<file path="src/fkp_defs.svh">
// Offsets, field positions, reset values and key codes of the flash
// keyhole and protection register front end.
// Assumes 32-bit APB byte addresses.
`ifndef FKP_DEFS_SVH
`define FKP_DEFS_SVH

// ----------------------------------------------------------------------
// Register byte addresses
// ----------------------------------------------------------------------
`define FKP_ADDR_KEYHOLE     32'h4001_800C
`define FKP_ADDR_DATA_LOW    32'h4001_8010
`define FKP_ADDR_DATA_HIGH   32'h4001_8014
`define FKP_ADDR_PAGE_START  32'h4001_8018
`define FKP_ADDR_PAGE_END    32'h4001_801C
`define FKP_ADDR_UNLOCK_KEY  32'h4001_8020
`define FKP_ADDR_PROG_PROT   32'h4001_8028
`define FKP_ADDR_DATA_PROT   32'h4001_802C

// ----------------------------------------------------------------------
// Field positions
// ----------------------------------------------------------------------
`define FKP_KEYHOLE_MSB      22
`define FKP_KEYHOLE_LSB      3
`define FKP_PAGE_MSB         22
`define FKP_PAGE_LSB         6
`define FKP_KEY_MSB          15
`define FKP_DPROT_MSB        7

// ----------------------------------------------------------------------
// Reset values and key codes
// ----------------------------------------------------------------------
`define FKP_RST_KEYHOLE      20'h0_0000
`define FKP_RST_DATA_HIGH    32'h0000_0000
`define FKP_RST_PAGE         17'h0_0000
`define FKP_RST_PROG_PROT    32'hFFFF_FFFF
`define FKP_RST_DATA_PROT    8'hFF
`define FKP_KEY_FIRST        16'hF456
`define FKP_KEY_SECOND       16'hF123

`endif

</file>
<file path="src/fkp_pkg.sv">
// Types of the flash keyhole and protection register front end.
// Assumes fkp_defs.svh is on the include path.
`include "fkp_defs.svh"

package fkp_pkg;

  // --------------------------------------------------------------------
  // Unlock sequence
  // --------------------------------------------------------------------
  typedef enum logic [1:0] {
    KEY_IDLE,
    KEY_ARMED,
    KEY_OPEN
  } fkp_key_state_t;

  typedef struct packed {
    fkp_key_state_t state;
    logic           open;
  } fkp_key_reg_t;

  // --------------------------------------------------------------------
  // Register file
  // --------------------------------------------------------------------
  typedef struct packed {
    logic [`FKP_KEYHOLE_MSB:`FKP_KEYHOLE_LSB] keyhole;
    logic [31:0]                              data_low;
    logic [31:0]                              data_high;
    logic [`FKP_PAGE_MSB:`FKP_PAGE_LSB]       page_start;
    logic [`FKP_PAGE_MSB:`FKP_PAGE_LSB]       page_end;
    logic [31:0]                              prog_prot;
    logic [`FKP_DPROT_MSB:0]                  data_prot;
    logic [31:0]                              rdata;
    logic                                     slverr;
  } fkp_regs_t;

endpackage : fkp_pkg

</file>
<file path="src/fkp_unlock.sv">
// Two-word unlock key sequencer.
// Assumes key_wr is a one-cycle pulse from the register file.
`timescale 1ns/100ps
`include "fkp_defs.svh"

module fkp_unlock (
  input  wire logic                 pclk,
  input  wire logic                 presetn,
  input  wire logic                 key_wr,
  input  wire logic [`FKP_KEY_MSB:0] key_val,
  input  wire logic                 consume,
  output logic                      unlocked
);

  fkp_pkg::fkp_key_reg_t q;
  fkp_pkg::fkp_key_reg_t d;

  // --------------------------------------------------------------------
  // Sequence
  // --------------------------------------------------------------------
  always_comb begin
    d = q;
    if (key_wr) begin
      case (q.state)
        fkp_pkg::KEY_IDLE,
        fkp_pkg::KEY_OPEN: begin
          if (key_val == `FKP_KEY_FIRST) begin
            d.state = fkp_pkg::KEY_ARMED;
          end else begin
            d.state = fkp_pkg::KEY_IDLE;
          end
        end
        fkp_pkg::KEY_ARMED: begin
          if (key_val == `FKP_KEY_SECOND) begin
            d.state = fkp_pkg::KEY_OPEN;
          end else if (key_val == `FKP_KEY_FIRST) begin
            d.state = fkp_pkg::KEY_ARMED;
          end else begin
            d.state = fkp_pkg::KEY_IDLE;
          end
        end
        default: d.state = fkp_pkg::KEY_IDLE;
      endcase
    end else if (consume) begin
      // Any key write in the same cycle takes priority over consume
      d.state = fkp_pkg::KEY_IDLE;
    end
    d.open = (d.state == fkp_pkg::KEY_OPEN);
  end

  always_ff @(posedge pclk or negedge presetn) begin
    if (!presetn) begin
      q <= '{state: fkp_pkg::KEY_IDLE, open: 1'b0};
    end else begin
      q <= d;
    end
  end

  assign unlocked = q.open;

endmodule : fkp_unlock

</file>
<file path="src/fkp_regs.sv">
// Flash keyhole, page address, unlock key and write protection registers.
// Assumes an APB master on pclk; the command engine sits outside.
//
// Operation
// - The keyhole holds the flash location address in bits 22:3; the rest is reserved.
// - The lower write data register gives bits 31:0 of the 64-bit flash word.
// - The upper write data register gives bits 63:32 of the 64-bit flash word.
// - Boot firmware overwrites the lower data register with traceability data.
// - Boot firmware may leave a checksum in the upper data register.
// - The start page register holds bits 22:6, the first page for erase and sign.
// - The end page register holds bits 22:6, the last page for sign only.
// - The six low bits of both page registers are ignored on write and read as zero.
// - Writing the first key then the second key to the key register unlocks.
// - The program flash protect mask is 32 bits and read only once protection is set.
// - The data flash protect mask is 8 bits and read only once protection is set.
// - A mask bit at zero protects its flash section, a one leaves it open.
// - A write command takes its address from the keyhole and data from the data pair.
// - A page erase is accepted only after the unlock sequence was written.
`timescale 1ns/100ps
`include "fkp_defs.svh"

module fkp_regs #(
  parameter int unsigned ADDR_W         = 32,
  // Arbitrary neutral value, overwritten by boot firmware
  parameter logic [31:0] DATA_LOW_RESET = 32'h0000_0000
) (
  input  wire logic              pclk,
  input  wire logic              presetn,
  input  wire logic              psel,
  input  wire logic              penable,
  input  wire logic              pwrite,
  input  wire logic [ADDR_W-1:0] paddr,
  input  wire logic [31:0]       pwdata,
  output logic      [31:0]       prdata,
  output logic                   pready,
  output logic                   pslverr,
  input  wire logic              protect_programmed,
  input  wire logic              unlock_consume,
  output logic                   unlocked,
  output logic      [31:0]       flash_write_addr,
  output logic      [63:0]       flash_write_data,
  output logic      [31:0]       page_start_addr,
  output logic      [31:0]       page_end_addr,
  output logic      [31:0]       program_protect_mask,
  output logic      [7:0]        data_protect_mask
);

  // --------------------------------------------------------------------
  // Parameter check
  // --------------------------------------------------------------------
  generate
    if (ADDR_W != 32) begin : g_bad_addr_w
      $error("fkp_regs: ADDR_W must be 32");
    end
  endgenerate

  fkp_pkg::fkp_regs_t q;
  fkp_pkg::fkp_regs_t d;

  logic        setup_ph;
  logic        access_ph;
  logic        wr_take;
  logic        mapped;
  logic [31:0] rd_mux;
  logic        key_wr;

  // --------------------------------------------------------------------
  // APB phases
  // --------------------------------------------------------------------
  assign setup_ph  = psel & ~penable;
  assign access_ph = psel & penable;
  // Zero wait states: pready is high in every access phase
  assign pready    = 1'b1;
  assign wr_take   = access_ph & pwrite;

  // --------------------------------------------------------------------
  // Address decode and read mux
  // --------------------------------------------------------------------
  always_comb begin
    mapped = 1'b1;
    rd_mux = 32'h0000_0000;
    case (paddr)
      `FKP_ADDR_KEYHOLE: begin
        rd_mux[`FKP_KEYHOLE_MSB:`FKP_KEYHOLE_LSB] = q.keyhole;
      end
      `FKP_ADDR_DATA_LOW: begin
        rd_mux = q.data_low;
      end
      `FKP_ADDR_DATA_HIGH: begin
        rd_mux = q.data_high;
      end
      `FKP_ADDR_PAGE_START: begin
        rd_mux[`FKP_PAGE_MSB:`FKP_PAGE_LSB] = q.page_start;
      end
      `FKP_ADDR_PAGE_END: begin
        rd_mux[`FKP_PAGE_MSB:`FKP_PAGE_LSB] = q.page_end;
      end
      `FKP_ADDR_UNLOCK_KEY: begin
        rd_mux = 32'h0000_0000;
      end
      `FKP_ADDR_PROG_PROT: begin
        rd_mux = q.prog_prot;
      end
      `FKP_ADDR_DATA_PROT: begin
        rd_mux[`FKP_DPROT_MSB:0] = q.data_prot;
      end
      default: begin
        mapped = 1'b0;
      end
    endcase
  end

  // --------------------------------------------------------------------
  // Next state
  // --------------------------------------------------------------------
  always_comb begin
    d      = q;
    key_wr = 1'b0;

    // Read data and error are captured in the setup cycle so that
    // both stand from flops through the access phase
    if (setup_ph) begin
      d.rdata  = pwrite ? 32'h0000_0000 : rd_mux;
      d.slverr = ~mapped;
    end

    if (wr_take && mapped) begin
      case (paddr)
        `FKP_ADDR_KEYHOLE: begin
          d.keyhole = pwdata[`FKP_KEYHOLE_MSB:`FKP_KEYHOLE_LSB];
        end
        `FKP_ADDR_DATA_LOW: begin
          d.data_low = pwdata;
        end
        `FKP_ADDR_DATA_HIGH: begin
          d.data_high = pwdata;
        end
        `FKP_ADDR_PAGE_START: begin
          d.page_start = pwdata[`FKP_PAGE_MSB:`FKP_PAGE_LSB];
        end
        `FKP_ADDR_PAGE_END: begin
          d.page_end = pwdata[`FKP_PAGE_MSB:`FKP_PAGE_LSB];
        end
        `FKP_ADDR_UNLOCK_KEY: begin
          key_wr = 1'b1;
        end
        `FKP_ADDR_PROG_PROT: begin
          if (!protect_programmed) begin
            d.prog_prot = pwdata;
          end
        end
        `FKP_ADDR_DATA_PROT: begin
          if (!protect_programmed) begin
            d.data_prot = pwdata[`FKP_DPROT_MSB:0];
          end
        end
        default: begin
          key_wr = 1'b0;
        end
      endcase
    end
  end

  // --------------------------------------------------------------------
  // State register
  // --------------------------------------------------------------------
  always_ff @(posedge pclk or negedge presetn) begin
    if (!presetn) begin
      q.keyhole    <= `FKP_RST_KEYHOLE;
      q.data_low   <= DATA_LOW_RESET;
      q.data_high  <= `FKP_RST_DATA_HIGH;
      q.page_start <= `FKP_RST_PAGE;
      q.page_end   <= `FKP_RST_PAGE;
      q.prog_prot  <= `FKP_RST_PROG_PROT;
      q.data_prot  <= `FKP_RST_DATA_PROT;
      q.rdata      <= 32'h0000_0000;
      q.slverr     <= 1'b0;
    end else begin
      q <= d;
    end
  end

  // --------------------------------------------------------------------
  // Unlock key sequencer
  // --------------------------------------------------------------------
  fkp_unlock u_unlock (
    .pclk     (pclk),
    .presetn  (presetn),
    .key_wr   (key_wr),
    .key_val  (pwdata[`FKP_KEY_MSB:0]),
    .consume  (unlock_consume),
    .unlocked (unlocked)
  );

  // --------------------------------------------------------------------
  // Outputs
  // --------------------------------------------------------------------
  assign prdata  = q.rdata;
  assign pslverr = q.slverr;

  // Write command target and 64-bit word
  always_comb begin
    flash_write_addr = 32'h0000_0000;
    flash_write_addr[`FKP_KEYHOLE_MSB:`FKP_KEYHOLE_LSB] = q.keyhole;
  end
  assign flash_write_data = {q.data_high, q.data_low};

  // Page addresses with low byte bits and upper bits at zero
  always_comb begin
    page_start_addr = 32'h0000_0000;
    page_end_addr   = 32'h0000_0000;
    page_start_addr[`FKP_PAGE_MSB:`FKP_PAGE_LSB] = q.page_start;
    page_end_addr[`FKP_PAGE_MSB:`FKP_PAGE_LSB]   = q.page_end;
  end

  // Zero bit protects, one bit leaves open; passed as stored
  assign program_protect_mask = q.prog_prot;
  assign data_protect_mask    = q.data_prot;

endmodule : fkp_regs

</file>
<file path="config.mk">
export PLATFORM = sky130hd
export DESIGN_NAME = fkp_regs
export DESIGN_NICKNAME = d
export VERILOG_FILES = /design/src/fkp_pkg.sv /design/src/fkp_unlock.sv /design/src/fkp_regs.sv
export VERILOG_INCLUDE_DIRS = /design/src
export SDC_FILE = /design/constraint.sdc
export NUM_CORES = 1
export LEC_CHECK = 0
export BUFFER_PORTS_ARGS = -buffer_cell sky130_fd_sc_hd__buf_2
export CAP_MARGIN = 30
export CORE_ASPECT_RATIO = 0.75
export CORE_MARGIN = 2
export CORE_UTILIZATION = 57
export CTS_BUF_LIST = sky130_fd_sc_hd__clkbuf_8
export DETAILED_ROUTE_END_ITERATION = 8
export PLACE_DENSITY_LB_ADDON = 0.05
export SETUP_SLACK_MARGIN = 0.2
export SLEW_MARGIN = 5
export SYNTH_ARGS = -nofsm -noshare
export SYNTH_HDL_FRONTEND = slang
export SYNTH_SLANG_ARGS = --single-unit
</file>
<file path="constraint.sdc">
create_clock -name pclk -period 1.9 [get_ports pclk]
set_clock_uncertainty 0.05 [all_clocks]
set_input_delay 0.19 -clock pclk [delete_from_list [all_inputs] [get_ports pclk]]
set_output_delay 0.19 -clock pclk [all_outputs]
set_load 0.01 [all_outputs]
</file>
==> results.cfg, run 1 <==
[place]
dp_slack_ns = -0.294
port_buffers = 262
place.gp.congestion = 0.890
hpwlAfterDp_um = 20600

[die]
die-area_um2 = 17500
dieWidth_um = 152
start_util = 0.583
io-pin-count = 306
coreArea_um2 = 16100
die_y_um = 115
num_rows = 40

[global_routing]
grt_max_degree = 59
grt_antenna_before_repair = 1
grt_pass1_vias = 7712
grt_overflow_total = 0
track_usage = 0.320
grt_pass1_wl_um = 43100

[critical_path]
r2r_slack_ns = 0.55
cpLargestDelayFamily = simple AND/OR/NAND/NOR gates
crit_path_max_incr_delay_ns = 0.30
crit_arrival_ns = 2.00
worstPathBufferInverterCount = 4
cp-end-kind = flip-flop
crit_path_frequent_cell = buf_6
path_cells = buf_6 -> nor4_4 -> nand4_1 -> buf_6 -> nor3_4 -> buf_6 -> and3_4 -> clkbuf_16 -> mux2_4
slowest_stage = mux2_4
cp.required_ns = 2.20
path_max_fanout = 8
critical_path_class = in -> reg
critPathLaunchType = input port

[sta]
hold_viol = 0
slew_viol_final = 0
layout_worst_path_cycle_share = 0.894
slew_headroom = 0.436
rsz0062_at_grt = true
setup_ws_ns = 0.201
period_needed_ns = 1.70
tightest_slew_ns = 0.834
fmax_mhz = 589
setup_viol = 0

[logic_synthesis]
ys_warn_count = 0
yosysSeqAreaShare = 0.524
yosys.area.top_type = dfrtp_1
synth_area_per_cell_um2 = 12.8
ys_seq_elements = 194
syn_inst = 729
async_reset_ff_frac = 1.00
synth.distinct_cells = 58
ys.flop_type = dfrtp_1
synth_top_area_frac = 0.412
synth-edff-count = 0
synthTopCellsByArea = dfrtp_1 (41%), mux2_2 (12%), dfstp_2 (11%)
synth_area_um2 = 9360

[finish]
register_area_um2 = 4900
final_net_count = 1130
area_delta_synth_final_pct = 30.5
n_fill_cell = 1132
final_layout_size_suffix_gt1_frac = 0.536
multi_input_area_um2 = 4250

[flow_run]
cap_violations = 0

[hold_path]
hold_path.class = in -> reg

[clock_network]
clock_sinks = 194
cts_tree = done
htree_levels = 4
clk_pin_slew_worst_paths_ns = 0.09
cts_buffer_depth = 2
numCtsBuffers = 17
cts_root_buf = clkbuf_8
clkLatencyLatePin_ns = 0.47

[power]
power_density_nw_per_um2 = 607
leakage_nw = 6.35
ir_drop_mv = 0.438
total_power_mw = 7.42

[drt]
num_vias = 7568
wirelength_um = 28600
wl_per_cell_um = 22.3
ant_nets = 0
drt_iter0_markers = 474
dr.pass1.iters = 6
via_per_inst = 5.90
drc = 0

[outcome]
outcome = finished, final reports clean
## cells in the final DEF (no fill, tap or decap), types with 5 or more instances in the layout
| cell | count |
|---|---|
| o2bb2ai_1 | 7 |
| buf_4 | 54 |
| a21oi_1 | 17 |
| a22oi_1 | 15 |
| nor2_1 | 12 |
| o211ai_1 | 15 |
| inv_1 | 5 |
| buf_12 | 13 |
| nand2_1 | 42 |
| o21ai_0 | 20 |
| mux2_2 | 76 |
| clkbuf_8 | 19 |
| o21ai_1 | 10 |
| dfstp_2 | 40 |
| dlygate4sd3_1 | 26 |
| nand3_1 | 13 |
| mux2_1 | 19 |
| mux2_4 | 69 |
| buf_6 | 8 |
| nor3_1 | 9 |
| conb_1 | 43 |
| buf_2 | 254 |
| dfrtp_1 | 154 |
| a22o_1 | 9 |
| o22ai_1 | 10 |
| mux2i_1 | 36 |
## worst register-to-register path: cells and delay by family (launching register included)
kind	cells	cell delay (ns)
compound gates	4	0.59
mux	1	0.18
flops	1	0.41
## where the power goes
group	internal, mW	leakage, nW	switching [mW]
Clock	1.31	0.206	1.43
Combinational	0.204	3.58	0.345
Sequential	4.13	2.56	0.00158
Total	5.65	6.35	1.77
## sequential cells by signal, indices dropped and copies added (netlist names)
register	cells
flash_write_data	64
program_protect_mask	32
prdata	32
u_unlock.unlocked	1
u_unlock.q	2
data_protect_mask	8
page_end_addr	17
flash_write_addr	20
page_start_addr	17
pslverr	1
## kinds of logic after synthesis
logic type | after synthesis | share of synthesized area
AOI/OAI and AO/OA | 117 | 0.0832
buffers and inverters | 91 | 0.0660
DFF | 194 | 0.524
muxes | 200 | 0.248
other | 2 | 0.000802
and+or+nand+nor | 125 | 0.0784
## path summary, 6_finish.rpt
check	startpoint	to	cells past startpoint
max	paddr[9]	page_start_addr[21]	9
min	pwdata[1]	program_protect_mask[1]	2
max reg2reg	flash_write_data[39]	prdata[7]	5
min reg2reg	prdata[8]	prdata[8]	2
max in group asynchronous	presetn	program_protect_mask[12]	3
min in group asynchronous	presetn	flash_write_data[6]	2
## metrics by stage
step | instance area (µm²) | TNS (ns) | std cells | hold slack, ns | utilization
after floorplan | 9830 | -0.398 | 770 | -0.156 | -
after global placement | 11400 | -27.83 | 1219 | 0.157 | 0.710
after detailed placement | 11400 | -34.17 | 1219 | 0.168 | 0.710
after CTS | 12100 | 0 | 1276 | 0.00479 | 0.751
after global routing | 12200 | 0 | 1282 | 0.0130 | 0.761
final | 12200 | 0 | 1282 | 0.0347 | 0.761
## routing by layer
layer / GRT usage / part of all wire / vias to the layer above / routed length, µm
met5: 0 / 0 / - / 0
met2: 0.517 / 0.48 / 440 / 13800
met4: 0.131 / 0.030 / 0 / 865
li1: - / - / 3247 / -
met1: 0.419 / 0.40 / 3790 / 11500
met3: 0.0833 / 0.085 / 91 / 2440
## cell usage after synthesis (3+ instances only)
cell       instances
clkbuf_1          16
mux2_4            30
a21oi_1           17
mux2i_1           36
nand4_1            3
buf_6              4
nor4_2             3
o2bb2ai_1          7
mux2_1            36
and2_1             4
dfstp_2           40
buf_12             3
buf_2             20
nor3_1             9
a32oi_1            4
a22o_1             9
o211ai_1          15
and3_1             4
o22ai_1           10
a22oi_1           15
o21ai_0           30
mux2_2            98
buf_4             46
nor2_1            12
nor4b_1            5
a31o_2             3
dfrtp_1          154
nand2_1           42
nand3_1           13
nor2b_1            3
## area by class of cell
type,count,share of cell area
clock inverters,13,0.0120
well taps,210,0.0215
inverters,1,0.000307
multi-input cells,485,0.348
repair buffers,360,0.196
clock buffers,18,0.0203
flip-flops and latches,194,0.401
diodes,1,0.000205
## timing repair
item                       in CTS  in global routing
hold buffers                   26                  0
buffers inserted                0                  1
hold endpoints to repair      135                  0
resized for setup               0                 10
pin swaps                       0                  5
setup endpoints to repair       1                 71
cloned                          0                  4
No activity file was read; power rests on OpenSTA's default activity.
==> run 2: changes to the inputs <==
==> constraint.sdc (replaced) <==
create_clock -name pclk -period 1.9 [get_ports pclk]
set_clock_uncertainty 0.05 [all_clocks]
set_input_delay 0.57 -clock pclk [delete_from_list [all_inputs] [get_ports pclk]]
set_output_delay 0.57 -clock pclk [all_outputs]
set_load 0.01 [all_outputs]
==> run 2 against run 1 <==
Net effect: the flow now finishes with violations (setup timing); setup slack worse by 0.37 ns; cell area is 16% higher; via count is 13% higher; count of clock-buffer cells in the layout is 1 lower; highest routed layer unchanged; core utilization is 12 points higher; largest power group unchanged; total power is 3.9% higher; non-clock buffer count is 134 higher; clock power is 9.1% higher.
==> results.cfg, run 2 (synthesized netlist as in run 1, its figures left out) <==
[global_routing]
grt_overflow_total = 0
grt_pass1_vias = 8270
grt_max_degree = 45
grt_pass1_wl_um = 47600
track_usage = 0.356
grt_antenna_before_repair = 2

[sta]
setup_viol = 176
fmax_mhz = 482
hold_viol = 0
period_needed_ns = 2.07
layout_worst_path_cycle_share = 1.09
slew_viol_final = 0
setup_ws_ns = -0.173
rsz0062_at_grt = true

[hold_path]
worstHoldEndpoint = flash_write_data[59]
worstHoldStart = pwdata[27]
hold_path.class = in -> reg
worstHoldPathCells = 2

[flow_run]
cap_violations = 0

[clock_network]
clock_sinks = 194
clkLatencyLatePin_ns = 0.49
clk_pin_slew_worst_paths_ns = 0.11
numCtsBuffers = 17
htree_levels = 4
cts_root_buf = clkbuf_8
cts_tree = done
cts_buffer_depth = 2

[power]
leakage_nw = 7.34
ir_drop_mv = 0.598
power_density_nw_per_um2 = 545

[critical_path]
slowest_stage = nor4b_2
cp-end-kind = flip-flop
cpLargestDelayFamily = simple AND/OR/NAND/NOR gates
rr_endpoint = prdata[12]
crit_arrival_ns = 2.41
crit_path_frequent_cell = buf_12
crit_path_max_incr_delay_ns = 0.33
reg2reg_from = program_protect_mask[12]
r2r_slack_ns = 0.46
r2r_cells = 5
path_max_fanout = 6
cp.required_ns = 2.23
path_cells = buf_2 -> nor4b_2 -> nand2_2 -> nor3_4 -> and3_4 -> buf_12 -> buf_12 -> mux2_4
critical_path_class = in -> reg
worstPathBufferInverterCount = 3
critPathLaunchType = input port

[outcome]
failed_checks = setup timing
outcome = finished with violations

[drt]
num_vias = 8538
wl_per_cell_um = 25.0
drc = 0
via_per_inst = 6.03
wirelength_um = 35500
dr.pass1.iters = 5
ant_nets = 0
drt_iter0_markers = 728

[die]
io-pin-count = 306
num_rows = 40
coreArea_um2 = 16100
die_y_um = 115
die-area_um2 = 17500
start_util = 0.583
dieWidth_um = 152

[place]
dp.cells = 1246
place.gp.congestion = 0.912
port_buffers = 262
hpwlAfterDp_um = 21200

[finish]
final_layout_size_suffix_gt1_frac = 0.638
fin_cells = 1417
area_delta_synth_final_pct = 51.1
largest_register_ffs = 64
final_net_count = 1264
final_common_cell = buf_2
postLayoutCoreUtil = 0.880
final_cell_mix = buf_2 (192), buf_4 (183), dfrtp_1 (154)
-- run 2: worst max-delay path by stage --
stage                    from              endpoint  slack (ns)  cells after the start
finish              paddr[12]  flash_write_data[44]       -0.17                      8
global route        paddr[12]  flash_write_data[27]       -0.22                     10
CTS                 paddr[10]     page_end_addr[12]       -0.15                      9
detailed placement   paddr[9]  flash_write_data[45]       -0.70                      8
global placement    paddr[21]   page_start_addr[13]       -0.66                      8
floorplan            paddr[5]  flash_write_data[33]       -0.39                      7
-- run 2: report_power, final --
part	switching (mW)	internal, mW	leakage, nW
Combinational	0.375	0.208	4.57
Clock	1.65	1.34	0.209
Sequential	0.00177	4.13	2.56
Total	2.03	5.68	7.34
-- run 2: cell type report --
cell class                 count  area (µm²)
antenna                        1        2.50
tap                          210         263
inverter                       1        3.75
sequential                   194        4900
timing repair buffer         494        4040
multi-input combinational    485        4500
clock buffer                  17         234
fill                         685        1920
clock inverter                15         198
-- run 2: worst register-to-register path, stage by stage (launching register included) --
cell,delay (ns)
dfstp_2,0.55
buf_4,0.11
a22oi_1,0.09
o22ai_1,0.24
o211ai_1,0.14
o21ai_1,0.18
-- run 2: through the flow --
step                      area [µm²]  total power [mW]  hold slack [ns]  setup TNS [ns]  setup WS, ns
after global routing           14100              7.93            0.259          -27.31        -0.220
after floorplan                 9930              4.46            0.224          -43.93        -0.393
after global placement         11700              4.73            0.410         -102.51        -0.658
final                          14100              7.71            0.282          -20.17        -0.173
after CTS                      13200              7.63            0.275          -16.62        -0.152
after detailed placement       11700              4.74            0.416         -110.76        -0.698
-- run 2: layer usage --
layer	track usage	wire length, µm	up-vias	share of wire
met5	0	0	-	0
met2	0.571	17300	566	0.49
met1	0.473	13500	4293	0.38
li1	-	-	3533	-
met3	0.0946	3110	146	0.088
met4	0.135	1580	0	0.045
-- run 2: repair_timing --
item / in CTS / in global routing
gates cloned: 6 / 4
setup buffers: 58 / 69
setup endpoints to repair: 240 / 342
hold endpoints to repair: 20 / 0
pin swaps: 8 / 9
hold buffers: 1 / 0
gates resized for setup: 106 / 82
